## config.mk

```make
export PLATFORM = sky130hd
export DESIGN_NAME = tcs_config_status
export DESIGN_NICKNAME = d
export VERILOG_FILES = /design/src/tcs_pkg.sv /design/src/tcs_config_status.sv
export SDC_FILE = /design/constraint.sdc
export NUM_CORES = 2
export LEC_CHECK = 0
export BUFFER_PORTS_ARGS = -buffer_cell sky130_fd_sc_hd__buf_2
export CAP_MARGIN = 20
export CELL_PAD_IN_SITES_DETAIL_PLACEMENT = 1
export CELL_PAD_IN_SITES_GLOBAL_PLACEMENT = 2
export CORE_ASPECT_RATIO = 2
export CORE_MARGIN = 2
export CORE_UTILIZATION = 44
export DETAILED_ROUTE_END_ITERATION = 12
export PLACE_DENSITY_LB_ADDON = 0.1
export SYNTH_ARGS = -nofsm -noshare
export SYNTH_HDL_FRONTEND = slang
export SYNTH_SLANG_ARGS = --single-unit
```

## constraint.sdc

```tcl
create_clock -name clock -period 31.2 [get_ports clock]
set_input_delay 4.68 -clock clock [delete_from_list [all_inputs] [get_ports clock]]
set_output_delay 4.68 -clock clock [all_outputs]
set_load 0.02 [all_outputs]
```

## src/tcs_pkg.sv

```systemverilog
package tcs_pkg;

  // ==========================================================================
  // Clock and timing
  // ==========================================================================
  localparam int CLOCK_PERIOD_PS = 40000;
  localparam int SHORT_MIN_PS = 3500;
  localparam int SHORT_MAX_NS = 2500;
  localparam int LONG_MIN_NS = 500;
  localparam int LONG_MAX_NS = 4000000;
  localparam int FIRE_PERIOD_NS = 1000;
  localparam int FIRE_PULSES = 10;
  localparam int SHORT_MIN_RAW = (SHORT_MIN_PS + CLOCK_PERIOD_PS - 1) / CLOCK_PERIOD_PS;
  localparam int SHORT_MIN_CYCLES = (SHORT_MIN_RAW < 1) ? 1 : SHORT_MIN_RAW;
  localparam int SHORT_MAX_CYCLES = (SHORT_MAX_NS * 1000) / CLOCK_PERIOD_PS;
  localparam int LONG_MIN_CYCLES = (LONG_MIN_NS * 1000 + CLOCK_PERIOD_PS - 1) / CLOCK_PERIOD_PS;
  localparam longint LONG_MAX_CYCLES = (longint'(LONG_MAX_NS) * 1000) / CLOCK_PERIOD_PS;
  localparam int FIRE_PERIOD_CYCLES = (FIRE_PERIOD_NS * 1000) / CLOCK_PERIOD_PS;
  localparam int PRECOUNT_BITS = 14;
  localparam int ELAPSED_BITS = 17;

  // ==========================================================================
  // Register map
  // ==========================================================================
  localparam logic [7:0] OFS_CONFIG0 = 8'h00;
  localparam logic [7:0] OFS_USER_ID = 8'h18;
  localparam logic [7:0] OFS_COMMAND = 8'h1C;
  localparam logic [7:0] OFS_STATUS = 8'h20;
  localparam logic [7:0] OFS_RESULT = 8'h24;
  localparam logic [7:0] OFS_NVM_FAULT = 8'h28;
  localparam int NVM_WORDS = 7;
  localparam int USER_ID_INDEX = 6;
  localparam logic [31:0] CONFIG_RESET = 32'h0000_0000;

  // ==========================================================================
  // Fields and opcodes
  // ==========================================================================
  localparam int CFG_LONG_MODE_BIT = 0;
  localparam int CFG_FIRE_EN_BIT = 1;
  localparam int CFG_DELAY_WORD = 1;
  localparam int CFG_DELAY_LSB = 0;
  localparam int CFG_DELAY_BITS = 16;
  localparam int FAULT_POS_LSB = 0;
  localparam int FAULT_WORD_LSB = 8;
  localparam logic [7:0] OP_FULL_RESET = 8'h50;
  localparam logic [7:0] OP_INIT = 8'h70;
  localparam logic [7:0] OP_NVM_STORE = 8'hE1;
  localparam logic [7:0] OP_NVM_RESTORE = 8'hE2;
  localparam logic [7:0] OP_NVM_COMPARE = 8'hE3;
  localparam int ECC_BITS = 39;

  typedef enum {MEAS_IDLE, MEAS_ARMED, MEAS_RUN, MEAS_DONE} tcs_meas_e;
  typedef enum {NVM_IDLE, NVM_STORE, NVM_RESTORE, NVM_COMPARE} tcs_nvm_e;

  // Bit 0 is nvmMatch, bit 8 is measDone.
  typedef struct packed {
    logic measDone;
    logic nvmBusy;
    logic fineOvf;
    logic precountOvf;
    logic tempOpen;
    logic tempShort;
    logic nvmUncorrectable;
    logic nvmCorrected;
    logic nvmMatch;
  } tcs_status_s;

  typedef struct packed {
    logic [31:0] data;
    logic single;
    logic double;
  } tcs_ecc_s;

endpackage : tcs_pkg

```

## src/tcs_config_status.sv

```systemverilog
// Contract
// - Match flag is set when configuration equals the stored non-volatile image.
// - Uncorrectable flag is set when a word holds a double-bit error.
// - Single-bit errors are corrected and reported by their own flag.
// - Shorted temperature sensor sets a status flag.
// - Open temperature sensor sets a status flag.
// - Long mode sets precounter overflow flag when the coarse range runs out.
// - Fine unit overflow sets a timeout flag.
// - Store command copies configuration into non-volatile memory.
// - Restore command loads configuration from non-volatile memory.
// - Compare command reports whether configuration and memory match.
// - Short mode measures intervals from 3.5 ns up to microseconds; the code's lower bound is one 40 ns clock cycle.
// - Long mode measures 500 ns to 4 ms between start and stop.
// - Enabled fire generator emits 10 pulses at 1 MHz per sequence.
// - Stop hits are ignored until the stop window delay elapses.
// - Opcode 0x50 resets everything except the non-volatile image, configuration included.
// - Opcode 0x70 prepares a measurement and keeps configuration.
// - Non-volatile memory holds seven 32-bit words including a user identifier.
`timescale 1ns/1ns
`default_nettype none

module tcs_config_status #(
  parameter longint LongMaxCycles = tcs_pkg::LONG_MAX_CYCLES
) (
  input wire logic clock,
  input wire logic rst_b,
  input wire logic clkEn,
  input wire logic psel,
  input wire logic penable,
  input wire logic pwrite,
  input wire logic [7:0] paddr,
  input wire logic [31:0] pwdata,
  output logic [31:0] prdata,
  output logic pready,
  output logic pslverr,
  input wire logic startHit,
  input wire logic stopHit,
  input wire logic tempShortDet,
  input wire logic tempOpenDet,
  output logic fireOut
);

  // ==========================================================================
  // Error correction
  // ==========================================================================
  // Hamming code over positions 1..38 with overall parity at position 0.
  function automatic logic [38:0] eccEncode(input logic [31:0] d);
    logic [38:0] c;
    int k;
    c = '0;
    k = 0;
    for (int p = 1; p < tcs_pkg::ECC_BITS; p++) begin
      if ((p & (p - 1)) != 0) begin
        c[p] = d[k];
        k++;
      end
    end
    for (int b = 0; b < 6; b++) begin
      for (int p = 1; p < tcs_pkg::ECC_BITS; p++) begin
        if (((p >> b) & 1) == 1) begin
          c[1 << b] = c[1 << b] ^ c[p];
        end
      end
    end
    c[0] = ^c[38:1];
    return c;
  endfunction : eccEncode

  function automatic tcs_pkg::tcs_ecc_s eccDecode(input logic [38:0] cIn);
    logic [38:0] c;
    logic [5:0] s;
    logic overall;
    int k;
    tcs_pkg::tcs_ecc_s r;
    c = cIn;
    s = '0;
    k = 0;
    r = '0;
    for (int p = 1; p < tcs_pkg::ECC_BITS; p++) begin
      if (c[p]) begin
        s = s ^ 6'(p);
      end
    end
    overall = ^c;
    if (overall) begin
      r.single = 1'b1;
      if (s < 6'(tcs_pkg::ECC_BITS)) begin
        c[s] = ~c[s];
      end else begin
        r.double = 1'b1;
      end
    end else if (s != 6'h00) begin
      r.double = 1'b1;
    end
    for (int p = 1; p < tcs_pkg::ECC_BITS; p++) begin
      if ((p & (p - 1)) != 0) begin
        r.data[k] = c[p];
        k++;
      end
    end
    return r;
  endfunction : eccDecode

  // ==========================================================================
  // Reset release
  // ==========================================================================
  logic [1:0] rstSync;
  logic rstN;

  always_ff @(posedge clock or negedge rst_b) begin
    if (!rst_b) begin
      rstSync <= 2'h0;
    end else begin
      rstSync <= {rstSync[0], 1'b1};
    end
  end
  assign rstN = rstSync[1];

  // ==========================================================================
  // Bus decode
  // ==========================================================================
  logic [31:0] cfgWord [tcs_pkg::NVM_WORDS];
  logic [38:0] nvmCode [tcs_pkg::NVM_WORDS];
  tcs_pkg::tcs_status_s status;
  tcs_pkg::tcs_nvm_e nvmOp;
  tcs_pkg::tcs_meas_e meas;
  logic [2:0] nvmIdx;
  logic nvmMismatch;
  logic nvmSeenSingle;
  logic nvmSeenDouble;
  logic [tcs_pkg::ELAPSED_BITS-1:0] elapsed;
  logic [31:0] result;
  logic apbDone;
  logic wrDone;
  logic isCfg;
  logic addrOk;
  logic refused;
  logic [31:0] readData;
  logic cmdFullReset;
  logic cmdInit;
  logic cmdStore;
  logic cmdRestore;
  logic cmdCompare;
  logic faultWrite;
  logic cfgWrite;
  logic [2:0] wordSel;
  logic nvmBusy;

  assign apbDone = psel & penable & pready;
  assign nvmBusy = (nvmOp != tcs_pkg::NVM_IDLE);
  assign wordSel = paddr[4:2];
  assign isCfg = (paddr[1:0] == 2'h0) && (paddr <= tcs_pkg::OFS_USER_ID);

  always_comb begin
    addrOk = 1'b1;
    readData = 32'h0000_0000;
    refused = 1'b0;
    if (isCfg) begin
      readData = cfgWord[wordSel];
      refused = pwrite & nvmBusy;
    end else begin
      unique case (paddr)
        tcs_pkg::OFS_COMMAND: refused = pwrite & nvmBusy;
        tcs_pkg::OFS_STATUS: begin
          readData = 32'(status);
          refused = pwrite;
        end
        tcs_pkg::OFS_RESULT: begin
          readData = result;
          refused = pwrite;
        end
        tcs_pkg::OFS_NVM_FAULT: refused = pwrite & nvmBusy;
        default: addrOk = 1'b0;
      endcase
    end
  end

  assign wrDone = apbDone & pwrite & addrOk & ~refused;
  assign cfgWrite = wrDone & isCfg;
  assign faultWrite = wrDone & (paddr == tcs_pkg::OFS_NVM_FAULT);
  assign cmdFullReset = wrDone & (paddr == tcs_pkg::OFS_COMMAND) && (pwdata[7:0] == tcs_pkg::OP_FULL_RESET);
  assign cmdInit = wrDone & (paddr == tcs_pkg::OFS_COMMAND) && (pwdata[7:0] == tcs_pkg::OP_INIT);
  assign cmdStore = wrDone & (paddr == tcs_pkg::OFS_COMMAND) && (pwdata[7:0] == tcs_pkg::OP_NVM_STORE);
  assign cmdRestore = wrDone & (paddr == tcs_pkg::OFS_COMMAND) && (pwdata[7:0] == tcs_pkg::OP_NVM_RESTORE);
  assign cmdCompare = wrDone & (paddr == tcs_pkg::OFS_COMMAND) && (pwdata[7:0] == tcs_pkg::OP_NVM_COMPARE);

  // Every transfer answers after one wait state; read data is captured with pready.
  always_ff @(posedge clock or negedge rstN) begin
    if (!rstN) begin
      pready <= 1'b0;
      pslverr <= 1'b0;
      prdata <= 32'h0000_0000;
    end else if (clkEn) begin
      pready <= psel & penable & ~pready;
      pslverr <= psel & penable & ~pready & (~addrOk | refused);
      if (psel & penable & ~pready & ~pwrite) begin
        prdata <= readData;
      end
    end
  end

  // ==========================================================================
  // Configuration registers
  // ==========================================================================
  tcs_pkg::tcs_ecc_s nvmRead;
  assign nvmRead = eccDecode(nvmCode[nvmIdx]);

  always_ff @(posedge clock or negedge rstN) begin
    if (!rstN) begin
      for (int i = 0; i < tcs_pkg::NVM_WORDS; i++) begin
        cfgWord[i] <= tcs_pkg::CONFIG_RESET;
      end
    end else if (clkEn) begin
      if (cmdFullReset) begin
        for (int i = 0; i < tcs_pkg::NVM_WORDS; i++) begin
          cfgWord[i] <= tcs_pkg::CONFIG_RESET;
        end
      end else if (cfgWrite) begin
        cfgWord[wordSel] <= pwdata;
      end else if (nvmOp == tcs_pkg::NVM_RESTORE) begin
        cfgWord[nvmIdx] <= nvmRead.data;
      end
    end
  end

  // ==========================================================================
  // Non-volatile image
  // ==========================================================================
  // The image survives a full reset; only the pin reset clears it, and the all-zero
  // codeword is itself a valid encoding of zero.
  always_ff @(posedge clock or negedge rstN) begin
    if (!rstN) begin
      for (int i = 0; i < tcs_pkg::NVM_WORDS; i++) begin
        nvmCode[i] <= 39'h00_0000_0000;
      end
    end else if (clkEn) begin
      if (nvmOp == tcs_pkg::NVM_STORE) begin
        nvmCode[nvmIdx] <= eccEncode(cfgWord[nvmIdx]);
      end else if (faultWrite && (pwdata[10:8] < 3'(tcs_pkg::NVM_WORDS)) && (pwdata[5:0] < 6'(tcs_pkg::ECC_BITS))) begin
        nvmCode[pwdata[tcs_pkg::FAULT_WORD_LSB +: 3]][pwdata[tcs_pkg::FAULT_POS_LSB +: 6]] <=
          ~nvmCode[pwdata[tcs_pkg::FAULT_WORD_LSB +: 3]][pwdata[tcs_pkg::FAULT_POS_LSB +: 6]];
      end
    end
  end

  // One word per cycle; a command write, full reset included, is refused while an operation runs.
  always_ff @(posedge clock or negedge rstN) begin
    if (!rstN) begin
      nvmOp <= tcs_pkg::NVM_IDLE;
      nvmIdx <= 3'h0;
      nvmMismatch <= 1'b0;
      nvmSeenSingle <= 1'b0;
      nvmSeenDouble <= 1'b0;
    end else if (clkEn) begin
      if (cmdFullReset) begin
        nvmOp <= tcs_pkg::NVM_IDLE;
      end else if (!nvmBusy) begin
        nvmIdx <= 3'h0;
        nvmMismatch <= 1'b0;
        nvmSeenSingle <= 1'b0;
        nvmSeenDouble <= 1'b0;
        if (cmdStore) begin
          nvmOp <= tcs_pkg::NVM_STORE;
        end else if (cmdRestore) begin
          nvmOp <= tcs_pkg::NVM_RESTORE;
        end else if (cmdCompare) begin
          nvmOp <= tcs_pkg::NVM_COMPARE;
        end
      end else begin
        nvmMismatch <= nvmMismatch | (nvmRead.data != cfgWord[nvmIdx]);
        nvmSeenSingle <= nvmSeenSingle | (nvmRead.single & ~nvmRead.double);
        nvmSeenDouble <= nvmSeenDouble | nvmRead.double;
        nvmIdx <= nvmIdx + 3'h1;
        if (nvmIdx == 3'(tcs_pkg::NVM_WORDS - 1)) begin
          nvmOp <= tcs_pkg::NVM_IDLE;
          nvmIdx <= 3'h0;
        end
      end
    end
  end

  // ==========================================================================
  // Status flags
  // ==========================================================================
  logic nvmLast;
  logic timeout;
  logic stopOk;
  logic longMode;
  logic [tcs_pkg::ELAPSED_BITS-1:0] minCycles;
  logic [tcs_pkg::ELAPSED_BITS-1:0] maxCycles;

  assign nvmLast = nvmBusy && (nvmIdx == 3'(tcs_pkg::NVM_WORDS - 1));
  assign longMode = cfgWord[0][tcs_pkg::CFG_LONG_MODE_BIT];
  assign minCycles = longMode ? tcs_pkg::ELAPSED_BITS'(tcs_pkg::LONG_MIN_CYCLES) :
    tcs_pkg::ELAPSED_BITS'(tcs_pkg::SHORT_MIN_CYCLES);
  assign maxCycles = longMode ? tcs_pkg::ELAPSED_BITS'(LongMaxCycles) :
    tcs_pkg::ELAPSED_BITS'(tcs_pkg::SHORT_MAX_CYCLES);
  assign timeout = (meas == tcs_pkg::MEAS_RUN) && (elapsed >= maxCycles);
  assign stopOk = (meas == tcs_pkg::MEAS_RUN) && stopHit && !timeout && (elapsed >= minCycles) &&
    (elapsed >= tcs_pkg::ELAPSED_BITS'(cfgWord[tcs_pkg::CFG_DELAY_WORD][tcs_pkg::CFG_DELAY_LSB +: tcs_pkg::CFG_DELAY_BITS]));

  // Sticky bits: an event in the cycle of init or full reset still sets its flag.
  always_ff @(posedge clock or negedge rstN) begin
    if (!rstN) begin
      status <= '0;
    end else if (clkEn) begin
      if (cmdFullReset | cmdInit) begin
        status.nvmCorrected <= 1'b0;
        status.nvmUncorrectable <= 1'b0;
        status.tempShort <= 1'b0;
        status.tempOpen <= 1'b0;
        status.precountOvf <= 1'b0;
        status.fineOvf <= 1'b0;
        status.measDone <= 1'b0;
      end
      if (tempShortDet) status.tempShort <= 1'b1;
      if (tempOpenDet) status.tempOpen <= 1'b1;
      if (timeout & longMode) status.precountOvf <= 1'b1;
      if (timeout & ~longMode) status.fineOvf <= 1'b1;
      if (stopOk | timeout) status.measDone <= 1'b1;
      status.nvmBusy <= nvmBusy & ~nvmLast & ~cmdFullReset;
      if (!nvmBusy & (cmdStore | cmdRestore | cmdCompare) & !cmdFullReset) status.nvmBusy <= 1'b1;
      if (nvmLast & !cmdFullReset & (nvmOp != tcs_pkg::NVM_STORE)) begin
        if (nvmSeenSingle | (nvmRead.single & ~nvmRead.double)) status.nvmCorrected <= 1'b1;
        if (nvmSeenDouble | nvmRead.double) status.nvmUncorrectable <= 1'b1;
      end
      // A configuration change breaks the match until the next store, restore or compare.
      if (cmdFullReset | cfgWrite) begin
        status.nvmMatch <= 1'b0;
      end else if (nvmLast) begin
        unique case (nvmOp)
          tcs_pkg::NVM_STORE: status.nvmMatch <= 1'b1;
          tcs_pkg::NVM_RESTORE: status.nvmMatch <= ~(nvmSeenDouble | nvmRead.double);
          default: status.nvmMatch <= ~(nvmMismatch | (nvmRead.data != cfgWord[nvmIdx]));
        endcase
      end
    end
  end

  // ==========================================================================
  // Measurement
  // ==========================================================================
  // Resolution is one clock cycle; the sub-cycle lower bound rounds up to one cycle.
  always_ff @(posedge clock or negedge rstN) begin
    if (!rstN) begin
      meas <= tcs_pkg::MEAS_IDLE;
      elapsed <= '0;
      result <= 32'h0000_0000;
    end else if (clkEn) begin
      if (cmdFullReset) begin
        meas <= tcs_pkg::MEAS_IDLE;
        result <= 32'h0000_0000;
      end else if (cmdInit) begin
        meas <= tcs_pkg::MEAS_ARMED;
        result <= 32'h0000_0000;
      end else begin
        unique case (meas)
          tcs_pkg::MEAS_IDLE, tcs_pkg::MEAS_DONE: meas <= meas;
          tcs_pkg::MEAS_ARMED: begin
            elapsed <= '0;
            if (startHit) meas <= tcs_pkg::MEAS_RUN;
          end
          tcs_pkg::MEAS_RUN: begin
            elapsed <= elapsed + 1'b1;
            if (stopOk) begin
              result <= 32'(elapsed);
              meas <= tcs_pkg::MEAS_DONE;
            end else if (timeout) begin
              meas <= tcs_pkg::MEAS_DONE;
            end
          end
        endcase
      end
    end
  end

  // ==========================================================================
  // Fire burst
  // ==========================================================================
  logic [4:0] firePhase;
  logic [3:0] firePulses;
  logic fireActive;

  always_ff @(posedge clock or negedge rstN) begin
    if (!rstN) begin
      fireActive <= 1'b0;
      firePhase <= 5'h00;
      firePulses <= 4'h0;
      fireOut <= 1'b0;
    end else if (clkEn) begin
      if (cmdFullReset | cmdInit) begin
        fireActive <= 1'b0;
        fireOut <= 1'b0;
      end else if (meas == tcs_pkg::MEAS_ARMED && startHit && cfgWord[0][tcs_pkg::CFG_FIRE_EN_BIT]) begin
        fireActive <= 1'b1;
        firePhase <= 5'h00;
        firePulses <= 4'h0;
        fireOut <= 1'b0;
      end else if (fireActive) begin
        fireOut <= (firePhase < 5'(tcs_pkg::FIRE_PERIOD_CYCLES / 2));
        if (firePhase == 5'(tcs_pkg::FIRE_PERIOD_CYCLES - 1)) begin
          firePhase <= 5'h00;
          firePulses <= firePulses + 4'h1;
          if (firePulses == 4'(tcs_pkg::FIRE_PULSES - 1)) fireActive <= 1'b0;
        end else begin
          firePhase <= firePhase + 5'h01;
        end
      end else begin
        fireOut <= 1'b0;
      end
    end
  end

endmodule : tcs_config_status

`default_nettype wire

```

==> flow_summary.toml <==
[pwr]
p_per_area_mw_per_mm2 = 37.2
p_leak_nw = 17.4
ir_drop_v = 0.0000449

[sta]
setup_violations = 0
fmax_ghz = 0.100
fin_crit_ps = 9970
setup_tns_ps = 0
finalMaxSlewViolations = 0
relSlewSlack = 0.112
worstMarginPinSlew_ps = 1330
hold_violations = 0
rsz0062_at_grt = "no"
fin_crit_sh = 0.320
clock_skew_ps = 52.8

[worst_setup_path]
cp_slowest_stage_delay_ps = 900
cp_common_cell = "buf_4"
crit_arrival_ps = 10630
path_max_fanout = 38
crit_path_end_kind = "flip-flop"
path_cells = "buf_4 > buf_4 > buf_4 > nor2b_2 > buf_4 > a22o_1 > nand2_1 > o221ai_1 > o21ai_0 > a21oi_1 > mux4_2 > nor2_1 > a211o_1 > o21ai_0 > nand2b_2 > buf_4 > o211ai_1 > o21a_1"
crit_start = "pwdata[10]"
cp_slowest_cell = "o21ai_0"
reg2regPathDepth = 19
reg2reg_to = "status[0]"
rrSetupSlack_ps = 21470
r2r-start = "nvmIdx[0]"
start_kind = "input pin"
crit_type = "input pin to flip-flop"
required_ps = 31860

[final_layout]
layout_common_cells = "707 x nand2_1, 593 x dfrtp_1, 509 x a21oi_1"
final_common_cell = "nand2_1"
area_growth_pct = 8.42
fin_util = 0.480
num-nets-final = 4875
drive_gt1_frac = 0.136

[logic_synthesis]
ys_async_sr_fraction = 1.00
syn-num-nets = 5021
synth_top_area_share = 0.348
syn_inst = 4933
ys.flop_type = "dfrtp_1"
synth_area_mm2 = 0.0430
avgSynthCellArea_um2 = 8.71
synth_edf_count = 0
yosys_warnings = 0
yosys-top-cells-area = "dfrtp_1 35%, nand2_1 6.2%, a21oi_1 5.9%"
synth.distinct_cells = 112
ys_ff_latch = 597
ys_seq_area_frac = 0.348
synth_largest_area_cell = "dfrtp_1"

[clock_tree]
clock_sinks = 597
post_cts_resized = 0
cts_buffers = 60
clk_pin_slew_ps = 60
cts_buffer_depth = 3
cts_hold_buf = 0
cts_root_buf = "clkbuf_16"
cts_tree = "yes"
post-cts-setup-buffer-count = 0
clock_latency_ps = 750
cts.htree.levels = 2

[placement]
dpl.hpwl_um = 149000
place_congestion = 1.06
port_buffers = 84

[route]
drt-total-wl_um = 227000
drtIter0Drc = 4392
wl_met1_um = 76900
met2_length_um = 106000
num_vias = 44100
ant_nets = 0
wl_met3_um = 18600
routed.top_layer = "met5"
via_per_inst = 7.27
wire_per_inst_um = 37.4
drtPass1Iterations = 5
drcViolationCount = 0

[floorplanning]
die_area_mm2 = 0.100
rows = 162
start_util = 0.443
io_pins = 85
die_x_um = 225
coreArea_mm2 = 0.0971
fp.dieH_um = 446

[flow_run]
cap_violations = 0

[global_routing]
grt_max_degree = 194
grt_usage = 0.448
gr-total-overflow = 0
grt_pass1_wl_um = 325000
grt_pass1_vias = 45100
antenna_found_initial = 12

[run_status]
status = "finished, final reports clean"

[min_path]
min_to = "rstSync[1]"
hold_path_depth = 0
holdCritPathClass = "flip-flop to flip-flop"
hold_start = "rstSync[0]"
worst max path at each step:
stage,endpoint,slack (ps)
2_1_floorplan,cfgWord[0],13330
3_3_place_gp,nvmCode[107],21040
3_5_place_dp,nvmCode[219],20890
4_1_cts,nvmCode[87],21590
5_1_grt,nvmCode[8],21100
6_report,nvmCode[36],21230
per-stage QoR:
stage	cell area [um2]	worst slack, ps	cells	hold slack, ps	total power, W
3_5_place_dp	44500	20890	5949	337	0.000958
3_3_place_gp	44500	21040	5947	342	0.000956
5_1_grt	46600	21100	6062	369	0.00177
4_1_cts	46500	21590	6055	361	0.00173
6_report	46600	21230	6069	358	0.00173
2_1_floorplan	43000	13330	4933	331	0.000889
Yosys cell counts, drive strengths merged, types with 12 or more instances:
master    n
o221ai  243
buf     104
o21a    269
mux2i   158
xnor2   112
nand4    16
a221oi   56
o21ai   341
nand2b   36
nor2    332
a211oi   33
o22ai    33
o211ai   78
a22o     48
a31oi    17
dfrtp   597
and3     14
clkbuf  354
inv      59
ha       38
nor3     38
a21o     12
nor4     13
or3      14
nand2   713
a22oi   175
and2     16
nor2b    34
a21oi   517
mux2    110
xor2     50
a221o    40
a222oi   16
nand3    40
mux4     66
report_power, final:
| part | switching (W) | internal (W) |
|---|---|---|
| Sequential | 0.0000139 | 0.000781 |
| Combinational | 0.000115 | 0.0000373 |
| Clock | 0.000359 | 0.000427 |
layer usage:
metal,global-route usage,vias to the layer above
li1,-,18100
met1,0.480,22400
met2,0.723,2490
met3,0.106,1096
met4,0.421,14
met5,0,-
cells by family after synthesis:
kind of cell    after synthesis  share of synthesized area
flops                       597                      0.348
buf+inv                     517                     0.0517
simple gates               1312                      0.131
xor+xnor                    169                     0.0403
other cells                   1                  0.0000873
compound gates             1965                      0.314
mux                         334                      0.104
fa+ha+maj                    38                     0.0111
critical path, delay by kind of cell:
| kind | cells | cell delay (ps) |
|---|---|---|
| AO/OA/AOI/OAI | 8 | 2160 |
| buffers and inverters | 5 | 2170 |
| multiplexers | 1 | 480 |
| AND/OR/NAND/NOR | 4 | 930 |
registers in the layout (all words and copies together) (netlist names), 2 cells and up:
signal	cells
firePulses	4
elapsed	17
status	9
prdata	32
cfgWord	224
rstSync	2
nvmIdx	3
result	17
firePhase	5
nvmCode	273
nvmOp	2
meas	2
layout make-up:
type	count	area (um2)
fillers	11300	50500
multi-input cells	3819	26200
flip-flops and latches	597	15000
clock buffers	90	1760
repair buffers	250	1730
well taps	1230	1540
inverters	59	221
clock inverters	16	215
diodes	8	20.0
Note: power is estimated with default switching activity, not from simulation.
